<file path="src/common/srer_pkg.sv">
// constants shared by the stream read error report block
package srer_pkg;
   // widths
   localparam int ADDR_W = 4;
   localparam int BYTE_W = 8;
   localparam int LBA_W  = 48;
   localparam int CNT_W  = 16;
   localparam int LIM_W  = 24;
   localparam int LBA_BYTES_HALF = 3;

   // register indices on the register port
   localparam logic [ADDR_W-1:0] REG_FEATURE  = 4'h0;
   localparam logic [ADDR_W-1:0] REG_SECCNT   = 4'h1;
   localparam logic [ADDR_W-1:0] REG_LBA_LO   = 4'h2;
   localparam logic [ADDR_W-1:0] REG_LBA_MID  = 4'h3;
   localparam logic [ADDR_W-1:0] REG_LBA_HI   = 4'h4;
   localparam logic [ADDR_W-1:0] REG_CMD_STAT = 4'h5;
   localparam logic [ADDR_W-1:0] REG_CTRL_ERR = 4'h6;
   localparam logic [ADDR_W-1:0] REG_ERR_LOG  = 4'h7;
   localparam logic [ADDR_W-1:0] REG_IRQ_STAT = 4'h8;
   localparam logic [ADDR_W-1:0] REG_IRQ_MASK = 4'h9;

   // command opcode that starts a streaming read
   localparam logic [BYTE_W-1:0] CMD_READ_STREAM = 8'h2B;

   // field positions
   localparam int FEAT_RC_BIT   = 6;
   localparam int CTRL_HOB_BIT  = 7;
   localparam int ERR_COMPLETION_TIME_EXCEEDED_BIT  = 0;
   localparam int ERR_COMMAND_ABORTED_ERROR_BIT  = 2;
   localparam int ERR_SECTOR_NOT_FOUND_ERROR_BIT  = 4;
   localparam int ERR_UNC_BIT   = 6;
   localparam int ERR_CRC_BIT   = 7;
   localparam int STAT_BSY_BIT  = 7;
   localparam int STAT_RDY_BIT  = 6;
   localparam int STAT_SE_BIT   = 5;
   localparam int STAT_ERR_BIT  = 0;
   localparam int IRQ_DONE_BIT  = 0;
   localparam int IRQ_SE_BIT    = 1;
   localparam int IRQ_W         = 2;

   // error kind vector from the media engine
   localparam int KIND_CRC  = 0;
   localparam int KIND_UNC  = 1;
   localparam int KIND_SECTOR_NOT_FOUND_ERROR = 2;
   localparam int KIND_COMMAND_ABORTED_ERROR = 3;
   localparam int KIND_W    = 4;

   // reset values
   localparam logic [BYTE_W-1:0] BYTE_RST = 8'h00;
   localparam logic [IRQ_W-1:0]  IRQ_RST  = 2'h0;

   // timing: one microsecond tick at the 8 ns clock
   localparam int CLK_PERIOD_PS = 8000;
   localparam int US_PS         = 1000000;
   localparam int CYC_PER_US    = US_PS / CLK_PERIOD_PS;
   localparam int PRE_W         = 7;
   localparam logic [PRE_W-1:0] PRE_LOAD = PRE_W'(CYC_PER_US - 1);

   typedef enum logic [2:0] {
      ST_IDLE = 3'b001,
      ST_RUN  = 3'b010,
      ST_FIN  = 3'b100
   } srer_state_t;
endpackage

</file>
<file path="src/hdl/srer_top.sv">
// streaming read command: address task file, time limit and error report
//
// What this block does
// - 48-bit address bytes: current halves bits 23:0, previous halves bits 47:24.
// - with continuous read, error returns first failing address; high half when byte select set.
// - on that error, sector count holds consecutive suspect sectors from that address.
// - completion-time-exceeded, error bit 0, is set when the time limit runs out.
// - stream-error status bit 5 is set on any error under continuous read.
// - under continuous read errors set stream error, clear error flag, go to error log.
// - time limit expiry under continuous read stops the command, busy clears, logged.
`timescale 1ns/1ps
module srer_top #(
   // time limit unit per feature step, and the device floor; long, so shortenable
   parameter logic [15:0] COMPLETION_TIME_LIMIT_UNIT_US = 16'h000A,
   parameter logic [23:0] COMPLETION_TIME_LIMIT_MIN_US  = 24'h000001
) (
   // clock and reset
   input  wire logic                        clock,
   input  wire logic                        rst_b,
   // register port
   input  wire logic [srer_pkg::ADDR_W-1:0] regAddr,
   input  wire logic [7:0]                  regWrData,
   input  wire logic                        regWrEn,
   input  wire logic                        regRdEn,
   output logic      [7:0]                  regRdData,
   // media engine events
   input  wire logic                        errValid,
   input  wire logic [srer_pkg::KIND_W-1:0] errKind,
   input  wire logic [srer_pkg::LBA_W-1:0]  errLba,
   input  wire logic                        xferDone,
   // media engine control
   output logic                             xferBusy,
   output logic                             rcMode,
   output logic      [srer_pkg::LBA_W-1:0]  startLba,
   output logic      [srer_pkg::CNT_W-1:0]  sectorCount,
   output logic                             stopXfer,
   // interrupt
   output logic                             irq
);
   localparam int BW = srer_pkg::BYTE_W;

   function automatic logic [7:0] lbaByte(input logic [srer_pkg::LBA_W-1:0] v,
                                          input int idx);
      lbaByte = v[idx*BW +: BW];
   endfunction

   function automatic logic [7:0] kindBits(input logic [srer_pkg::KIND_W-1:0] k);
      kindBits = (8'(k[srer_pkg::KIND_CRC])  << srer_pkg::ERR_CRC_BIT)
               | (8'(k[srer_pkg::KIND_UNC])  << srer_pkg::ERR_UNC_BIT)
               | (8'(k[srer_pkg::KIND_SECTOR_NOT_FOUND_ERROR]) << srer_pkg::ERR_SECTOR_NOT_FOUND_ERROR_BIT)
               | (8'(k[srer_pkg::KIND_COMMAND_ABORTED_ERROR]) << srer_pkg::ERR_COMMAND_ABORTED_ERROR_BIT);
   endfunction

   function automatic logic [7:0] bitMask(input int pos);
      bitMask = 8'h01 << pos;
   endfunction

   // task file
   logic [7:0] featCur_q;
   logic [7:0] featPrev_q;
   logic [7:0] cntCur_q;
   logic [7:0] cntPrev_q;
   logic [7:0] lbaCur_q  [0:srer_pkg::LBA_BYTES_HALF-1];
   logic [7:0] lbaPrev_q [0:srer_pkg::LBA_BYTES_HALF-1];
   logic       hob_q;

   // command state and report
   srer_pkg::srer_state_t state_q;
   srer_pkg::srer_state_t state_d;
   logic [7:0]            errReg_q;
   logic [7:0]            errLog_q;
   logic                  seFlag_q;
   logic                  errStat_q;
   logic                  rc_q;
   logic                  busy_q;
   logic                  stop_q;
   logic [srer_pkg::LBA_W-1:0] startLba_q;
   logic [srer_pkg::CNT_W-1:0] secCnt_q;

   // register port and interrupt
   logic [7:0]               rdData_q;
   logic [srer_pkg::IRQ_W-1:0] irqStat_q;
   logic [srer_pkg::IRQ_W-1:0] irqMask_q;
   logic                     irq_q;

   // sub-block results
   logic                       timerExpire;
   logic                       haveFail;
   logic [srer_pkg::LBA_W-1:0] firstLba;
   logic [srer_pkg::CNT_W-1:0] suspectCnt;

   // decode
   wire idle      = (state_q == srer_pkg::ST_IDLE);
   wire running   = (state_q == srer_pkg::ST_RUN);
   wire finishing = (state_q == srer_pkg::ST_FIN);
   wire wrFeat    = regWrEn && idle && (regAddr == srer_pkg::REG_FEATURE);
   wire wrCnt     = regWrEn && idle && (regAddr == srer_pkg::REG_SECCNT);
   wire wrLbaLo   = regWrEn && idle && (regAddr == srer_pkg::REG_LBA_LO);
   wire wrLbaMid  = regWrEn && idle && (regAddr == srer_pkg::REG_LBA_MID);
   wire wrLbaHi   = regWrEn && idle && (regAddr == srer_pkg::REG_LBA_HI);
   wire wrCtrl    = regWrEn && (regAddr == srer_pkg::REG_CTRL_ERR);
   wire wrMask    = regWrEn && (regAddr == srer_pkg::REG_IRQ_MASK);
   wire wrTask    = wrFeat || wrCnt || wrLbaLo || wrLbaMid || wrLbaHi;
   // a command write while busy is dropped, as the interface would
   wire cmdStart  = regWrEn && idle && (regAddr == srer_pkg::REG_CMD_STAT)
                    && (regWrData == srer_pkg::CMD_READ_STREAM);
   wire irqRdClr  = regRdEn && (regAddr == srer_pkg::REG_IRQ_STAT);

   // assembled address and requested count
   wire [srer_pkg::LBA_W-1:0] taskLba = {lbaPrev_q[2], lbaPrev_q[1], lbaPrev_q[0],
                                         lbaCur_q[2],  lbaCur_q[1],  lbaCur_q[0]};
   wire [srer_pkg::CNT_W-1:0] taskCnt = {cntPrev_q, cntCur_q};
   wire                       taskRc  = featCur_q[srer_pkg::FEAT_RC_BIT];

   // time limit in microseconds; zero means no limit is applied
   wire [srer_pkg::LIM_W-1:0] rawLimUs = srer_pkg::LIM_W'(featPrev_q) *
                                         srer_pkg::LIM_W'(COMPLETION_TIME_LIMIT_UNIT_US);
   wire [srer_pkg::LIM_W-1:0] limUs    = (rawLimUs < COMPLETION_TIME_LIMIT_MIN_US) ? COMPLETION_TIME_LIMIT_MIN_US : rawLimUs;
   wire                       limOn    = (featPrev_q != srer_pkg::BYTE_RST);

   // error events during the run
   wire       runErr     = running && errValid;
   wire       runExp     = running && timerExpire;
   wire       anyFault   = runErr || runExp;
   wire [7:0] faultBits  = (runErr ? kindBits(errKind) : 8'h00)
                         | (runExp ? bitMask(srer_pkg::ERR_COMPLETION_TIME_EXCEEDED_BIT) : 8'h00);
   // continuous read keeps going on data errors; only the limit stops it
   wire       abandon    = runExp || (runErr && !rc_q);
   wire [7:0] errRegSet  = (rc_q ? 8'h00 : faultBits)
                         | (runExp ? bitMask(srer_pkg::ERR_COMPLETION_TIME_EXCEEDED_BIT) : 8'h00);
   wire [7:0] errLogSet  = rc_q ? faultBits : 8'h00;
   wire       seSet      = rc_q && anyFault;
   wire       errStatSet = !rc_q && anyFault;

   // interrupt events: command ending, first stream error of a command
   wire [srer_pkg::IRQ_W-1:0] irqSet =
        (srer_pkg::IRQ_W'(finishing) << srer_pkg::IRQ_DONE_BIT)
      | (srer_pkg::IRQ_W'(seSet && !seFlag_q) << srer_pkg::IRQ_SE_BIT);
   localparam logic [srer_pkg::IRQ_W-1:0] IRQ_ZERO = srer_pkg::IRQ_RST;
   // a new event in the clearing read cycle survives the clear
   wire [srer_pkg::IRQ_W-1:0] irqStat_d = (irqRdClr ? IRQ_ZERO : irqStat_q) | irqSet;

   // status byte
   wire [7:0] statusByte = (8'(busy_q)    << srer_pkg::STAT_BSY_BIT)
                         | bitMask(srer_pkg::STAT_RDY_BIT)
                         | (8'(seFlag_q)  << srer_pkg::STAT_SE_BIT)
                         | (8'(errStat_q) << srer_pkg::STAT_ERR_BIT);

   // read selection; the byte select picks the previous halves
   wire [7:0] rdFeat = hob_q ? featPrev_q   : featCur_q;
   wire [7:0] rdCnt  = hob_q ? cntPrev_q    : cntCur_q;
   wire [7:0] rdLo   = hob_q ? lbaPrev_q[0] : lbaCur_q[0];
   wire [7:0] rdMid  = hob_q ? lbaPrev_q[1] : lbaCur_q[1];
   wire [7:0] rdHi   = hob_q ? lbaPrev_q[2] : lbaCur_q[2];
   wire [7:0] rdMux  =
        (regAddr == srer_pkg::REG_FEATURE)  ? rdFeat :
        (regAddr == srer_pkg::REG_SECCNT)   ? rdCnt :
        (regAddr == srer_pkg::REG_LBA_LO)   ? rdLo :
        (regAddr == srer_pkg::REG_LBA_MID)  ? rdMid :
        (regAddr == srer_pkg::REG_LBA_HI)   ? rdHi :
        (regAddr == srer_pkg::REG_CMD_STAT) ? statusByte :
        (regAddr == srer_pkg::REG_CTRL_ERR) ? errReg_q :
        (regAddr == srer_pkg::REG_ERR_LOG)  ? errLog_q :
        (regAddr == srer_pkg::REG_IRQ_STAT) ? 8'(irqStat_q) :
        (regAddr == srer_pkg::REG_IRQ_MASK) ? 8'(irqMask_q) : 8'h00;

   // command sequencer
   always_comb begin
      state_d = state_q;
      unique case (state_q)
         srer_pkg::ST_IDLE: if (cmdStart) state_d = srer_pkg::ST_RUN;
         srer_pkg::ST_RUN:  if (abandon || xferDone) state_d = srer_pkg::ST_FIN;
         srer_pkg::ST_FIN:  state_d = srer_pkg::ST_IDLE;
      endcase
   end

   always_ff @(posedge clock or negedge rst_b) begin
      if (!rst_b) begin
         state_q <= srer_pkg::ST_IDLE;
         busy_q  <= 1'b0;
         stop_q  <= 1'b0;
      end else begin
         state_q <= state_d;
         busy_q  <= (state_d != srer_pkg::ST_IDLE);
         stop_q  <= abandon;
      end
   end

   // task file: a host write pushes the current half into the previous half
   always_ff @(posedge clock or negedge rst_b) begin
      if (!rst_b) begin
         featCur_q  <= srer_pkg::BYTE_RST;
         featPrev_q <= srer_pkg::BYTE_RST;
         cntCur_q   <= srer_pkg::BYTE_RST;
         cntPrev_q  <= srer_pkg::BYTE_RST;
         hob_q      <= 1'b0;
         for (int i = 0; i < srer_pkg::LBA_BYTES_HALF; i++) begin
            lbaCur_q[i]  <= srer_pkg::BYTE_RST;
            lbaPrev_q[i] <= srer_pkg::BYTE_RST;
         end
      end else begin
         if (wrCtrl) begin
            hob_q <= regWrData[srer_pkg::CTRL_HOB_BIT];
         end else if (wrTask) begin
            hob_q <= 1'b0;
         end
         if (wrFeat) begin
            featPrev_q <= featCur_q;
            featCur_q  <= regWrData;
         end
         if (wrCnt) begin
            cntPrev_q <= cntCur_q;
            cntCur_q  <= regWrData;
         end
         if (wrLbaLo) begin
            lbaPrev_q[0] <= lbaCur_q[0];
            lbaCur_q[0]  <= regWrData;
         end
         if (wrLbaMid) begin
            lbaPrev_q[1] <= lbaCur_q[1];
            lbaCur_q[1]  <= regWrData;
         end
         if (wrLbaHi) begin
            lbaPrev_q[2] <= lbaCur_q[2];
            lbaCur_q[2]  <= regWrData;
         end
         // report loaded as busy drops, so it is settled before the host may look
         if (finishing && haveFail) begin
            for (int i = 0; i < srer_pkg::LBA_BYTES_HALF; i++) begin
               lbaCur_q[i]  <= lbaByte(firstLba, i);
               lbaPrev_q[i] <= lbaByte(firstLba, i + srer_pkg::LBA_BYTES_HALF);
            end
            cntCur_q  <= suspectCnt[BW-1:0];
            cntPrev_q <= suspectCnt[srer_pkg::CNT_W-1:BW];
         end
      end
   end

   // command parameters latched for the engine and the error report
   always_ff @(posedge clock or negedge rst_b) begin
      if (!rst_b) begin
         rc_q       <= 1'b0;
         startLba_q <= '0;
         secCnt_q   <= '0;
         errReg_q   <= srer_pkg::BYTE_RST;
         errLog_q   <= srer_pkg::BYTE_RST;
         seFlag_q   <= 1'b0;
         errStat_q  <= 1'b0;
      end else if (cmdStart) begin
         rc_q       <= taskRc;
         startLba_q <= taskLba;
         secCnt_q   <= taskCnt;
         errReg_q   <= srer_pkg::BYTE_RST;
         errLog_q   <= srer_pkg::BYTE_RST;
         seFlag_q   <= 1'b0;
         errStat_q  <= 1'b0;
      end else begin
         errReg_q  <= errReg_q | errRegSet;
         errLog_q  <= errLog_q | errLogSet;
         seFlag_q  <= seFlag_q | seSet;
         errStat_q <= errStat_q | errStatSet;
      end
   end

   // register port read data and interrupt
   always_ff @(posedge clock or negedge rst_b) begin
      if (!rst_b) begin
         rdData_q  <= srer_pkg::BYTE_RST;
         irqStat_q <= srer_pkg::IRQ_RST;
         irqMask_q <= srer_pkg::IRQ_RST;
         irq_q     <= 1'b0;
      end else begin
         rdData_q  <= regRdEn ? rdMux : srer_pkg::BYTE_RST;
         irqStat_q <= irqStat_d;
         irq_q     <= |(irqStat_q & irqMask_q);
         if (wrMask) begin
            irqMask_q <= regWrData[srer_pkg::IRQ_W-1:0];
         end
      end
   end

   srer_completion_time_limit_timer u_timer (
      .clock   (clock),
      .rst_b   (rst_b),
      .start   (cmdStart && limOn),
      .stop    (!running),
      .limitUs (limUs),
      .expire  (timerExpire)
   );

   srer_fail_capture u_capture (
      .clock      (clock),
      .rst_b      (rst_b),
      .start      (cmdStart),
      .errValid   (runErr),
      .errLba     (errLba),
      .haveFail   (haveFail),
      .firstLba   (firstLba),
      .suspectCnt (suspectCnt)
   );

   assign regRdData   = rdData_q;
   assign xferBusy    = busy_q;
   assign rcMode      = rc_q;
   assign startLba    = startLba_q;
   assign sectorCount = secCnt_q;
   assign stopXfer    = stop_q;
   assign irq         = irq_q;

   property p_lba_split;
      @(posedge clock) disable iff (!rst_b)
         cmdStart |=> (startLba_q[5*BW +: BW] == $past(lbaPrev_q[2]))
                   && (startLba_q[0 +: BW] == $past(lbaCur_q[0]));
   endproperty
   a_lba_split: assert property (p_lba_split)
      else $error("start address bytes misplaced");

   property p_hob_read;
      @(posedge clock) disable iff (!rst_b)
         (regRdEn && regAddr == srer_pkg::REG_LBA_HI && hob_q)
            |=> (regRdData == $past(lbaPrev_q[2]));
   endproperty
   a_hob_read: assert property (p_hob_read)
      else $error("high half not returned with byte select set");

   property p_cnt_load;
      @(posedge clock) disable iff (!rst_b)
         (finishing && haveFail) |=> ({cntPrev_q, cntCur_q} == $past(suspectCnt));
   endproperty
   a_cnt_load: assert property (p_cnt_load)
      else $error("suspect count not loaded");

   property p_completion_time_exceeded;
      @(posedge clock) disable iff (!rst_b)
         (runExp && !cmdStart) |=> errReg_q[srer_pkg::ERR_COMPLETION_TIME_EXCEEDED_BIT] ##1 !busy_q;
   endproperty
   a_completion_time_exceeded: assert property (p_completion_time_exceeded)
      else $error("time limit flag missing");

   property p_se;
      @(posedge clock) disable iff (!rst_b)
         (runErr && rc_q) |=> seFlag_q && statusByte[srer_pkg::STAT_SE_BIT];
   endproperty
   a_se: assert property (p_se)
      else $error("stream error flag not set");

   property p_no_err;
      @(posedge clock) disable iff (!rst_b)
         (rc_q && !idle) |-> !errStat_q && !statusByte[srer_pkg::STAT_ERR_BIT];
   endproperty
   a_no_err: assert property (p_no_err)
      else $error("error flag set under continuous read");

   property p_stop;
      @(posedge clock) disable iff (!rst_b)
         runExp |=> stopXfer ##1 (!xferBusy && idle);
   endproperty
   a_stop: assert property (p_stop)
      else $error("command did not stop on time limit");

   property p_keep_going;
      @(posedge clock) disable iff (!rst_b)
         (runErr && rc_q && !runExp && !xferDone) |=> (running && !stopXfer);
   endproperty
   a_keep_going: assert property (p_keep_going)
      else $error("continuous read abandoned on data error");

   property p_irq;
      @(posedge clock) disable iff (!rst_b)
         (|(irqStat_q & irqMask_q)) |=> irq;
   endproperty
   a_irq: assert property (p_irq)
      else $error("unmasked event did not raise interrupt");
endmodule // srer_top

</file>
<file path="src/hdl/srer_completion_time_limit_timer.sv">
// completion time limit timer counting whole microseconds
`timescale 1ns/1ps
module srer_completion_time_limit_timer (
   // clock and reset
   input  wire logic                       clock,
   input  wire logic                       rst_b,
   // control
   input  wire logic                       start,
   input  wire logic                       stop,
   input  wire logic [srer_pkg::LIM_W-1:0] limitUs,
   // result
   output logic                            expire
);
   logic [srer_pkg::PRE_W-1:0] pre_q;
   logic [srer_pkg::LIM_W-1:0] remain_q;
   logic                       active_q;
   logic                       expire_q;
   wire                        usTick  = active_q && (pre_q == '0);
   wire                        lastUs  = usTick && (remain_q == srer_pkg::LIM_W'(1));

   always_ff @(posedge clock or negedge rst_b) begin
      if (!rst_b) begin
         pre_q    <= '0;
         remain_q <= '0;
         active_q <= 1'b0;
         expire_q <= 1'b0;
      end else begin
         expire_q <= lastUs && !start && !stop;
         if (start) begin
            active_q <= 1'b1;
            remain_q <= limitUs;
            pre_q    <= srer_pkg::PRE_LOAD;
         end else if (stop || lastUs) begin
            active_q <= 1'b0;
         end else if (usTick) begin
            pre_q    <= srer_pkg::PRE_LOAD;
            remain_q <= remain_q - srer_pkg::LIM_W'(1);
         end else if (active_q) begin
            pre_q    <= pre_q - srer_pkg::PRE_W'(1);
         end
      end
   end

   assign expire = expire_q;

   property p_tick_spacing;
      @(posedge clock) disable iff (!rst_b)
         (usTick && !lastUs && !start && !stop) |=> (pre_q == srer_pkg::PRE_LOAD);
   endproperty
   a_tick_spacing: assert property (p_tick_spacing)
      else $error("microsecond prescaler did not reload");
endmodule // srer_completion_time_limit_timer

</file>
<file path="src/hdl/srer_fail_capture.sv">
// first failing block address and run of suspect sectors
`timescale 1ns/1ps
module srer_fail_capture (
   // clock and reset
   input  wire logic                       clock,
   input  wire logic                       rst_b,
   // control
   input  wire logic                       start,
   input  wire logic                       errValid,
   input  wire logic [srer_pkg::LBA_W-1:0] errLba,
   // result
   output logic                            haveFail,
   output logic [srer_pkg::LBA_W-1:0]      firstLba,
   output logic [srer_pkg::CNT_W-1:0]      suspectCnt
);
   logic                       have_q;
   logic [srer_pkg::LBA_W-1:0] first_q;
   logic [srer_pkg::CNT_W-1:0] cnt_q;
   // only an error on the sector right after the run extends it
   wire nextInRun = have_q && (errLba == first_q + srer_pkg::LBA_W'(cnt_q));
   wire cntFull   = (cnt_q == '1);

   always_ff @(posedge clock or negedge rst_b) begin
      if (!rst_b) begin
         have_q  <= 1'b0;
         first_q <= '0;
         cnt_q   <= '0;
      end else if (start) begin
         have_q  <= 1'b0;
         first_q <= '0;
         cnt_q   <= '0;
      end else if (errValid && !have_q) begin
         have_q  <= 1'b1;
         first_q <= errLba;
         cnt_q   <= srer_pkg::CNT_W'(1);
      end else if (errValid && nextInRun && !cntFull) begin
         cnt_q   <= cnt_q + srer_pkg::CNT_W'(1);
      end
   end

   assign haveFail   = have_q;
   assign firstLba   = first_q;
   assign suspectCnt = cnt_q;

   property p_first_holds;
      @(posedge clock) disable iff (!rst_b)
         (have_q && errValid && !start) |=> (first_q == $past(first_q));
   endproperty
   a_first_holds: assert property (p_first_holds)
      else $error("first failing address was overwritten");
endmodule // srer_fail_capture

</file>
<file path="config.mk">
export PLATFORM = sky130hd
export DESIGN_NAME = srer_top
export DESIGN_NICKNAME = d
export VERILOG_FILES = /design/src/common/srer_pkg.sv /design/src/hdl/srer_top.sv /design/src/hdl/srer_completion_time_limit_timer.sv /design/src/hdl/srer_fail_capture.sv
export SDC_FILE = /design/constraint.sdc
export NUM_CORES = 1
export LEC_CHECK = 0
export ABC_AREA = 1
export BUFFER_PORTS_ARGS = -buffer_cell sky130_fd_sc_hd__clkbuf_2
export CAP_MARGIN = 40
export CORE_MARGIN = 8
export CORE_UTILIZATION = 45
export CTS_BUF_LIST = sky130_fd_sc_hd__clkbuf_4
export CTS_CLUSTER_DIAMETER = 100
export DETAILED_ROUTE_END_ITERATION = 8
export GPL_TIMING_DRIVEN = 0
export PLACE_DENSITY = 0.73
export SLEW_MARGIN = 15
export SYNTH_ARGS = -nofsm -noshare
export SYNTH_HDL_FRONTEND = slang
export SYNTH_SLANG_ARGS = --single-unit
export TNS_END_PERCENT = 1
</file>
<file path="constraint.sdc">
create_clock -name clock -period 5.8 [get_ports clock]
set_input_delay 0.58 -clock clock [delete_from_list [all_inputs] [get_ports clock]]
set_output_delay 0.58 -clock clock [all_outputs]
set_load 0.01 [all_outputs]
</file>
### Word-level counts from Yosys, hierarchy flattened

Cells that the tools add are included.

* logic and storage cells: 186
* register bits: 280

* $add $sub $neg: 4
* mux-type cells: 59
* reduce and logical (&&, ||, !) cells: 57
* multipliers: 1
* bitwise gates (word level): 14
* magnitude comparators: 1
* equality and inequality tests: 18

Operators by type and width (count)
* $mux W8: 29
* $mux W24: 5
* $mux W48: 2
* $add A48 B16 Y48: 1
* $eq A48 B48 Y1: 1
* $mux W16: 3
* $mux W7: 4
* $logic_and A1 B1 Y1: 27
* $eq A24 B1 Y1 const B: 1
* $or A8 B8 Y8: 3
* $sub A24 B1 Y24 const B: 1
* $add A16 B1 Y16 const B: 1
* $eq A16 B16 Y1 const B: 1
* $eq A4 B3 Y1 const B: 4
* $or A8 B1 Y8: 2
* $reduce_bool A2 Y1: 8
* $lt A12 B1 Y1 const B: 1
* $mux W12: 1
* $mul A8 B3 Y11 const B: 1
* $mux W1: 9
* $pmux W3 S3: 1
* $eq A4 B2 Y1 const B: 2
* $eq A4 B4 Y1 const B: 2
* $eq A8 B6 Y1 const B: 1
* other kinds (25): 43

### Longest topological paths before layout

Gate-level depths: netlist of run 1.

* word-level depth: 12
* gate-level depth with buffers: 22

### Cells and area by module

A second synthesis of run 1 with hierarchy kept.

* cell total of the unflattened synthesis: 2411
* area total of the unflattened synthesis: 17021.3 µm²

Modules (own cells, without submodules)
* srer_top: sequential area each 4405.5 µm², instances 1, area an instance 8436.8 µm², cells an instance 1034
* srer_fail_capture: sequential area each 1626.6 µm², instances 1, area an instance 6059.6 µm², cells an instance 985
* srer_completion_time_limit_timer: sequential area each 825.8 µm², instances 1, area an instance 2524.9 µm², cells an instance 392

### Least setup slack after synthesis of run 1

Ideal clock, no wire load.

* kind: register to register
* from: register u_capture.cnt_q (netlist bit u_capture.suspectCnt[0])
* to: register u_capture.cnt_q (netlist bit u_capture.suspectCnt[6])
* path buffers: 1
* cell stages (with the launch flop): 19
* slack: 3.068 ns
* clock period less this slack: 2.732 ns
* arrival time: 2.614 ns
* cells stage by stage: dfrtp_1 -> ha_1 -> fa_1 -> nand2_2 -> nand2_4 -> nand3b_4 -> nand2_4 -> nand2_1 -> nand2_2 -> nand2_2 -> nand2_1 -> nand3_1 -> xor2_1 -> nand3_2 -> nor2_4 -> nand3_4 -> buf_6 -> nand3_2 -> nand2_1

* cells in the longest elaborated chain, start to end: 6
* elaborated cells between the ends (all ways): 12

RTL lines
* start: declaration: line srer_fail_capture.sv:18 `logic [srer_pkg::CNT_W-1:0] cnt_q;`
* start signal: assignment: line srer_fail_capture.sv:35 `cnt_q <= srer_pkg::CNT_W'(1);`
* start signal: assignment: line srer_fail_capture.sv:37 `cnt_q <= cnt_q + srer_pkg::CNT_W'(1);`
* $add A48 B16 Y48: line srer_fail_capture.sv:20 `wire nextInRun = have_q && (errLba == first_q + srer_pkg::LBA_W'(cnt_q));`
* $eq A48 B48 Y1: line srer_fail_capture.sv:20
* $logic_and A1 B1 Y1: line srer_fail_capture.sv:20
* $logic_and A1 B1 Y1 (2 in a row): line srer_fail_capture.sv:36 `end else if (errValid && nextInRun && !cntFull) begin`
* $reduce_bool A3 Y1 (no source line)

Several ways; a longest one is shown, not always the timed one. The select of a mux whose other input is x is not followed.
A chain may end at the register's enable or synchronous reset.

### Worst setup path after layout of run 1

* from: register u_capture.cnt_q (netlist bit u_capture.suspectCnt[0])
* to: register u_capture.cnt_q (netlist bit u_capture.suspectCnt[11])

The elaborated chain is that of the path after synthesis.

==> results of run 1 <==
[cells in the final DEF (no fill, tap or decap), drive strengths merged, types with 3 or more instances in the layout]
cell	count
a211oi	10
a21oi	34
a22o	12
a22oi	7
a31oi	7
buf	11
clkbuf	306
clkinv	32
dfrtp	273
ha	32
inv	287
nand2	681
nand3	161
nand3b	10
nand4	27
nor2	180
nor3	38
nor3b	3
nor4	8
o211ai	43
o21ai	148
o221ai	29
o22ai	22
or2	4
xnor2	17
xor2	56
[layout make-up]
| type | instances | area, um^2 |
|---|---|---|
| fill | 3421 | 16920 |
| multi-input combinational | 1554 | 8006 |
| sequential | 274 | 6858 |
| inverter | 292 | 1096 |
| timing repair buffer | 150 | 832.0 |
| clock buffer | 108 | 810.8 |
| tap | 461 | 576.8 |
| buffer | 60 | 242.7 |
| clock inverter | 28 | 137.6 |
| antenna | 1 | 2.502 |
[what timing repair did]
item	4_1_cts	5_1_grt
hold endpoints to repair	22	0
hold buffers	1	0
setup buffers	0	0
endpoints found under the setup margin	0	0
[metrics by stage]
step	power, uW	hold slack [ns]	cells
finish	4164	0.07035	2928
global placement	2395	0.4448	2786
floorplan	2218	0.2844	2180
global route	4340	0.05021	2928
detailed placement	2405	0.4541	2789
CTS	4184	0.03850	2926
[power groups by stage]
stage	Clock, uW	Combinational (uW)	Sequential [uW]
6_report	1780	403	1980
5_1_grt	1920	443	1980
4_1_cts	1810	395	1980
3_5_place_dp	0	392	2010
3_3_place_gp	0	382	2010
2_1_floorplan	0	214	2000
[per-layer routing]
layer  vias up  global-route usage (%)  part of all wire (%)
met5         -                       0                     0
met2       873                   41.15                    43
met4         0                   12.15                   4.0
met1      7767                   37.76                    43
li1       7626                       -                     -
met3       139                   5.416                   9.8
[synth_stat cells (all sizes together) (8+ instances only)]
cell,number
a211oi,10
a21oi,34
a22o,12
buf,8
clkbuf,52
clkinv,8
dfrtp,273
ha,32
inv,284
nand2,681
nand3,161
nand3b,10
nand4,27
nor2,180
nor3,38
nor4,8
o211ai,43
o21ai,148
o221ai,29
o22ai,22
xnor2,17
xor2,56
[worst min-delay path by stage]
stage,slack (ns),depth (start not counted),startpoint,to
3_5_place_dp,0.45,1,seFlag_q,irqStat_q[1]
3_3_place_gp,0.44,1,seFlag_q,irqStat_q[1]
4_1_cts,0.04,3,errLba[42],u_capture.firstLba[42]
6_report,0.07,3,errLba[42],u_capture.firstLba[42]
5_1_grt,0.05,3,errLba[42],u_capture.firstLba[42]
2_1_floorplan,0.28,0,rst_b,cntCur_q[0]
[cell families (layout without fill, tap and decap cells)]
family | count (synthesis) | in the layout | synth area share (%)
and+or+nand+nor | 1116 | 1116 | 29.77
buffers and inverters | 352 | 638 | 8.263
AOI/OAI and AO/OA | 328 | 328 | 12.63
DFF | 274 | 274 | 42.32
xor gates and xnor gates | 75 | 75 | 4.224
adders and majority gates | 34 | 34 | 2.718
muxes | 1 | 1 | 0.06949
other | 0 | 1 | 0
[sequential cells by signal, indices dropped and copies added, names as in the netlist, 16 cells and up]
register	count
lbaCur_q	24
lbaPrev_q	24
sectorCount	16
startLba	48
u_capture.firstLba	48
u_capture.suspectCnt	16
u_timer.remain_q	24
[worst min-delay path, cell delays in order]
cell	delay (ns)
sky130_fd_sc_hd__clkbuf_2	0.10
sky130_fd_sc_hd__nand2_1	0.05
sky130_fd_sc_hd__o21ai_0	0.06
==> summary.txt, run 1 <==
Clock tree
  – Clock Tree Buf Depth: 3
  – CTS resizes: 0
  – Clock latency of the later-clocked register in the worst-skew pair: 0.76 ns
  – Clk sinks: 274
  – Number of buffers inserted during clock tree synthesis: 78
  – Buffer cell driving the clock tree root: sky130_fd_sc_hd__clkbuf_4
  – H-tree Lvls: 3
  – Clock tree from TritonCTS: done
  – Clock transition at the registers of the reported paths: 0.07 ns

Floorplan
  – Initial cell density of the core: 45.66%
  – Core outline area: 0.03548 mm^2
  – Vertical extent of the die: 205.8 um
  – Top-Level Pins: 146
  – Die area: 0.04234 mm^2
  – Core Rows: 69
  – Horizontal die dimension: 205.8 um

Final layout
  – Proportion of layout cells with a drive suffix above 1: 13.42%
  – Fin area: 0.01856 mm^2
  – Core utilization of the finished layout: 52.32%
  – Layout net count: 2,514
  – Layout-stage area growth over the synthesis result: 14.56%

Run status
  – Result of the run: complete, no violations

Detailed routing
  – DRC marker count from the first detailed-route iteration: 1,551
  – Avg WL per Cell: 19.95 um
  – WL final: 58.41 mm
  – Detailed-router iteration count before antenna repair: 8
  – Number of nets with antenna violations after detailed routing: 0
  – DRC violation count after routing: 0
  – Vias per Instance: 5.603
  – Total via count in the routed design: 16,410

Worst setup path
  – Gate family responsible for the most delay along the worst path: simple AND/OR/NAND/NOR gates
  – Worst setup SP type: flop
  – CP arrival: 4.30 ns
  – Peak fanout along the critical path: 8
  – Setup slack of the most critical reg-to-reg path: 2.16 ns
  – Origin of the worst setup path: u_capture.suspectCnt[0]
  – Buffering stage count on the worst path with inverters included: 0
  – Max stage delay on crit path: 0.71 ns
  – Reg-to-reg critical path endpoint: u_capture.suspectCnt[11]
  – WP depth: 16
  – Nature of the critical path endpoint: flop
  – Beginning of the worst register-to-register path: u_capture.suspectCnt[0]
  – Slowest stage cell, crit path: sky130_fd_sc_hd__nor2_1
  – Critical Setup Path Class: flop to flop
  – Cell depth of the worst flop-to-flop path: 16
  – Worst EP required: 6.45 ns
  – Capturing element of the worst setup path: u_capture.suspectCnt[11]
  – CP cell instances: ha_1 -> fa_1 -> nand2_2 -> nand2_4 -> nand3b_4 -> nand2_4 -> nand2_1 -> nand2_2 -> nand2_2 -> nand2_1 -> nand3_1 -> xor2_1 -> nand4_1 -> nor2_1 -> nand3_1 -> nand2_1

Placement
  – Final GP Congestion: 1.016
  – HPWL after DPL: 46.03 mm
  – Post-placement worst setup slack: 2.239 ns
  – Number of buffer cells added on primary ports: 145
  – Placed cell areas: 0.01760 mm^2

Logic synthesis
  – Top cell type by total area after synthesis: sky130_fd_sc_hd__dfrtp_1
  – Synth Cell Area: 0.01620 mm^2
  – Post-synthesis average cell area: 7.433 um^2
  – Distinct cell type count after synthesis: 64
  – Post-synth EDFFs: 0
  – Gate count after technology mapping: 2,180
  – Synth area leaders: sky130_fd_sc_hd__dfrtp_1, sky130_fd_sc_hd__nand2_1, sky130_fd_sc_hd__inv_1
  – Net Count, Synth: 2,284
  – FF+latch count, synth: 274
  – Yosys Warn Count: 0
  – Area share of the largest cell type after synthesis: 42.16%
  – Seq/Total Area, Yosys: 42.32%
  – Async SR Flop Fraction: 100.0%
  – Prevailing post-synth register cell: sky130_fd_sc_hd__dfrtp_1

Timing
  – Worst-Margin Slew: 0.8909 ns
  – Setup violators final: 0
  – Final worst-path setup slack: 2.157 ns
  – Final critical-path share of the clock period: 62.81%
  – Maximum clock skew at final layout: 0.06578 ns
  – Final Hold Vio Count: 0
  – Period minus WS final: 3.643 ns
  – Setup TNS after final layout: 0 ns
  – Highest attainable clock frequency: 274.5 MHz
  – Worst slew margin: 40.39%
  – Setup repair after global routing missed its margin: false
  – Final count of pins violating max slew: 0

Pwr
  – Switch share: 28.64%
  – Logic gate share of total power: 9.7%
  – Clock network power share: 42.8%
  – NetSw: 1193 uW
  – Total leakage power: 0.009710 uW
  – Internal power: 2971 uW
  – Power density of the placed cells: 224.3 mW/mm^2
  – Sequential cell fraction of total power: 47.5%
  – Worst VDD drop: 146.5 uV

Global route
  – Total congestion overflow: 0
  – Total routing usage reported by global routing: 27.36%
  – Vias in the first global route: 15,620
  – Global-route wire length before repair: 89.58 mm
  – Pin count of the biggest net entering global routing: 91
  – Number of antenna violations at the first check in global routing: 2

Job
  – Number of maximum-capacitance constraint violations: 0

Min path
  – Hold Path Class: primary input to flop
(Power assumes the default switching activity.)
==> inputs of run 2 (changes only) <==
PLACE_DENSITY = 0.76   (was 0.73)
clock period = 3.05 ns   (was 5.8 ns; I/O delays follow)
==> summary.txt, run 2 (synthesized netlist as in run 1, its figures left out) <==
Pwr
  – Worst VDD drop: 263.3 uV
  – NetSw: 2292 uW
  – Clock network power share: 43.2%
  – Power density of the placed cells: 411.5 mW/mm^2
  – Switch share: 28.07%
  – Internal power: 5874 uW
  – Sequential cell fraction of total power: 46.2%
  – Total leakage power: 0.01016 uW
  – Logic gate share of total power: 10.6%

Floorplan
  – Die area: 0.04234 mm^2
  – Core Rows: 69
  – Top-Level Pins: 146
  – Horizontal die dimension: 205.8 um
  – Initial cell density of the core: 45.66%
  – Vertical extent of the die: 205.8 um
  – Core outline area: 0.03548 mm^2

Timing
  – Final critical-path share of the clock period: 100.7%
  – Final worst-path setup slack: -0.02133 ns
  – Final count of pins violating max slew: 0
  – Final Hold Vio Count: 0
  – Setup TNS after final layout: -0.02362 ns
  – Highest attainable clock frequency: 325.6 MHz
  – Period minus WS final: 3.071 ns
  – Worst-Margin Slew: 0.8091 ns
  – Maximum clock skew at final layout: 0.07307 ns
  – Min Hold Slack: 0.01955 ns
  – Setup repair after global routing missed its margin: true
  – Worst slew margin: 45.56%
  – Setup violators final: 2

Final layout
  – Highest-count cells in the layout ignoring fill and taps: sky130_fd_sc_hd__nand2_1, sky130_fd_sc_hd__inv_1, sky130_fd_sc_hd__dfrtp_1, sky130_fd_sc_hd__nor2_1, sky130_fd_sc_hd__clkbuf_2
  – Most frequent standard cell in the layout excluding fill and tap cells: sky130_fd_sc_hd__nand2_1
  – Area of the multi-input gates: 0.008342 mm^2
  – Proportion of layout cells with a drive suffix above 1: 17.08%
  – Core utilization of the finished layout: 55.94%
  – Sequential cell area: 0.006878 mm^2
  – # fillers: 3,336
  – Layout net count: 2,604
  – Final Non-Filler Cells: 3,021
  – Layout-stage area growth over the synthesis result: 22.49%

Detailed routing
  – Number of nets with antenna violations after detailed routing: 0
  – DRC violation count after routing: 0
  – Vias per Instance: 5.593
  – Total via count in the routed design: 16,900
  – Avg WL per Cell: 19.75 um
  – Detailed-router iteration count before antenna repair: 6
  – WL final: 59.67 mm
  – DRC marker count from the first detailed-route iteration: 1,586

Global route
  – Pin count of the biggest net entering global routing: 91
  – Number of antenna violations at the first check in global routing: 1
  – Vias in the first global route: 16,300
  – Global-route wire length before repair: 90.57 mm
  – Total congestion overflow: 0
  – Total routing usage reported by global routing: 27.59%

Placement
  – Final GP Congestion: 0.9953
  – Number of buffer cells added on primary ports: 145
  – Post-placement worst setup slack: -0.4006 ns
  – HPWL after DPL: 45.88 mm
  – Inst Count DP: 2,790

Clock tree
  – Number of buffers inserted during clock tree synthesis: 78
  – Clock tree from TritonCTS: done
  – Buffer cell driving the clock tree root: sky130_fd_sc_hd__clkbuf_4
  – H-tree Lvls: 3
  – Clock latency of the later-clocked register in the worst-skew pair: 0.77 ns
  – Clock transition at the registers of the reported paths: 0.06 ns
  – Clock Tree Buf Depth: 3
  – Clk sinks: 274

Worst setup path
  – Nature of the critical path endpoint: flop
  – Critical Setup Path Class: flop to flop
  – Most numerous cell on the critical path: sky130_fd_sc_hd__nor2_2
  – Gate family responsible for the most delay along the worst path: simple AND/OR/NAND/NOR gates
  – Peak fanout along the critical path: 5
  – Buffering stage count on the worst path with inverters included: 1
  – Worst setup SP type: flop
  – Slowest stage cell, crit path: sky130_fd_sc_hd__fa_2
  – CP arrival: 3.66 ns
  – Max stage delay on crit path: 0.53 ns
  – CP cell instances: ha_4 -> fa_2 -> or2_2 -> nand4_1 -> nor2_2 -> nand2_2 -> nor2_2 -> nand2_1 -> nor2_1 -> nand3_1 -> nor2_2 -> nand2_2 -> nor2_4 -> nand3_4 -> buf_12 -> nand3_2 -> nand2_1
  – Worst EP required: 3.64 ns

Run status
  – Result of the run: finished with violations
  – Violations in the final reports: setup timing

Job
  – Number of maximum-capacitance constraint violations: 0

Min path
  – Hold Path Class: primary input to flop
run 2: cell count changes in the layout (fill, tap and decap cells not counted), sizes merged:
cell and delta:
dlygate4sd3 +64, buf +26, clkinv -10, diode +1, clkbuf +12
run 2: worst reg2reg max path: cells and delay by family, from the launching register on:
family | cells | cell delay, ns
and+or+nand+nor | 14 | 1.56
adders and majority gates | 2 | 0.71
DFF | 1 | 0.44
buffers and inverters | 1 | 0.17
run 2: worst paths after layout:
path	slack, ns	to	startpoint	depth (start not counted)
setup / recovery	-0.02	u_capture.suspectCnt[5]	u_capture.suspectCnt[0]	17
hold / removal	0.02	u_capture.haveFail	errValid	5
setup reg to reg	-0.02	u_capture.suspectCnt[5]	u_capture.suspectCnt[0]	17
hold reg to reg	0.46	irqStat_q[1]	seFlag_q	1
max in group asynchronous	1.75	u_capture.firstLba[29]	rst_b	4
min in group asynchronous	0.10	u_capture.firstLba[6]	rst_b	2
run 2: timing repair:
item                                    in CTS  in global routing
endpoints found under the setup margin      19                 30
resized for setup                           24                 66
buffers inserted                             4                 20
pin swaps                                    6                 22
endpoints found under the hold margin      258                  0
cloned                                       0                  2
hold buffers                                65                  0
run 2: per-stage QoR:
step	area, um^2	power [uW]
after floorplan	16200	4218
final	19850	8167
after detailed placement	17600	4569
after global placement	17510	4544
after global routing	19850	8512
after CTS	19390	8168
run 2: routing by layer:
layer	track usage (%)	vias to the layer above	wire (um)	share of wire, %
li1	-	7822	-	-
met5	0	-	0	0
met1	36.54	7982	24770	42
met2	42.96	924	26430	44
met3	4.991	168	5557	9.3
met4	13.71	0	2919	4.9
run 2: final cells by class:
cell class | count | area share (%)
Timing Repair Buffer | 240 | 8.561
Clock inverter | 18 | 0.4917
Clock buffer | 120 | 4.539
Tap cell | 461 | 2.906
Inverter | 292 | 5.522
Sequential cell | 274 | 34.65
Buffer | 60 | 1.273
Multi-Input combinational cell | 1554 | 42.03
Antenna cell | 2 | 0.02522
run 2: power by group through the flow:
stage,logic [uW],clock network [uW],registers [uW]
final,866,3530,3770
after global routing,948,3790,3770
after CTS,824,3580,3760
after detailed placement,740,0,3830
after global placement,715,0,3830
after floorplan,407,0,3810
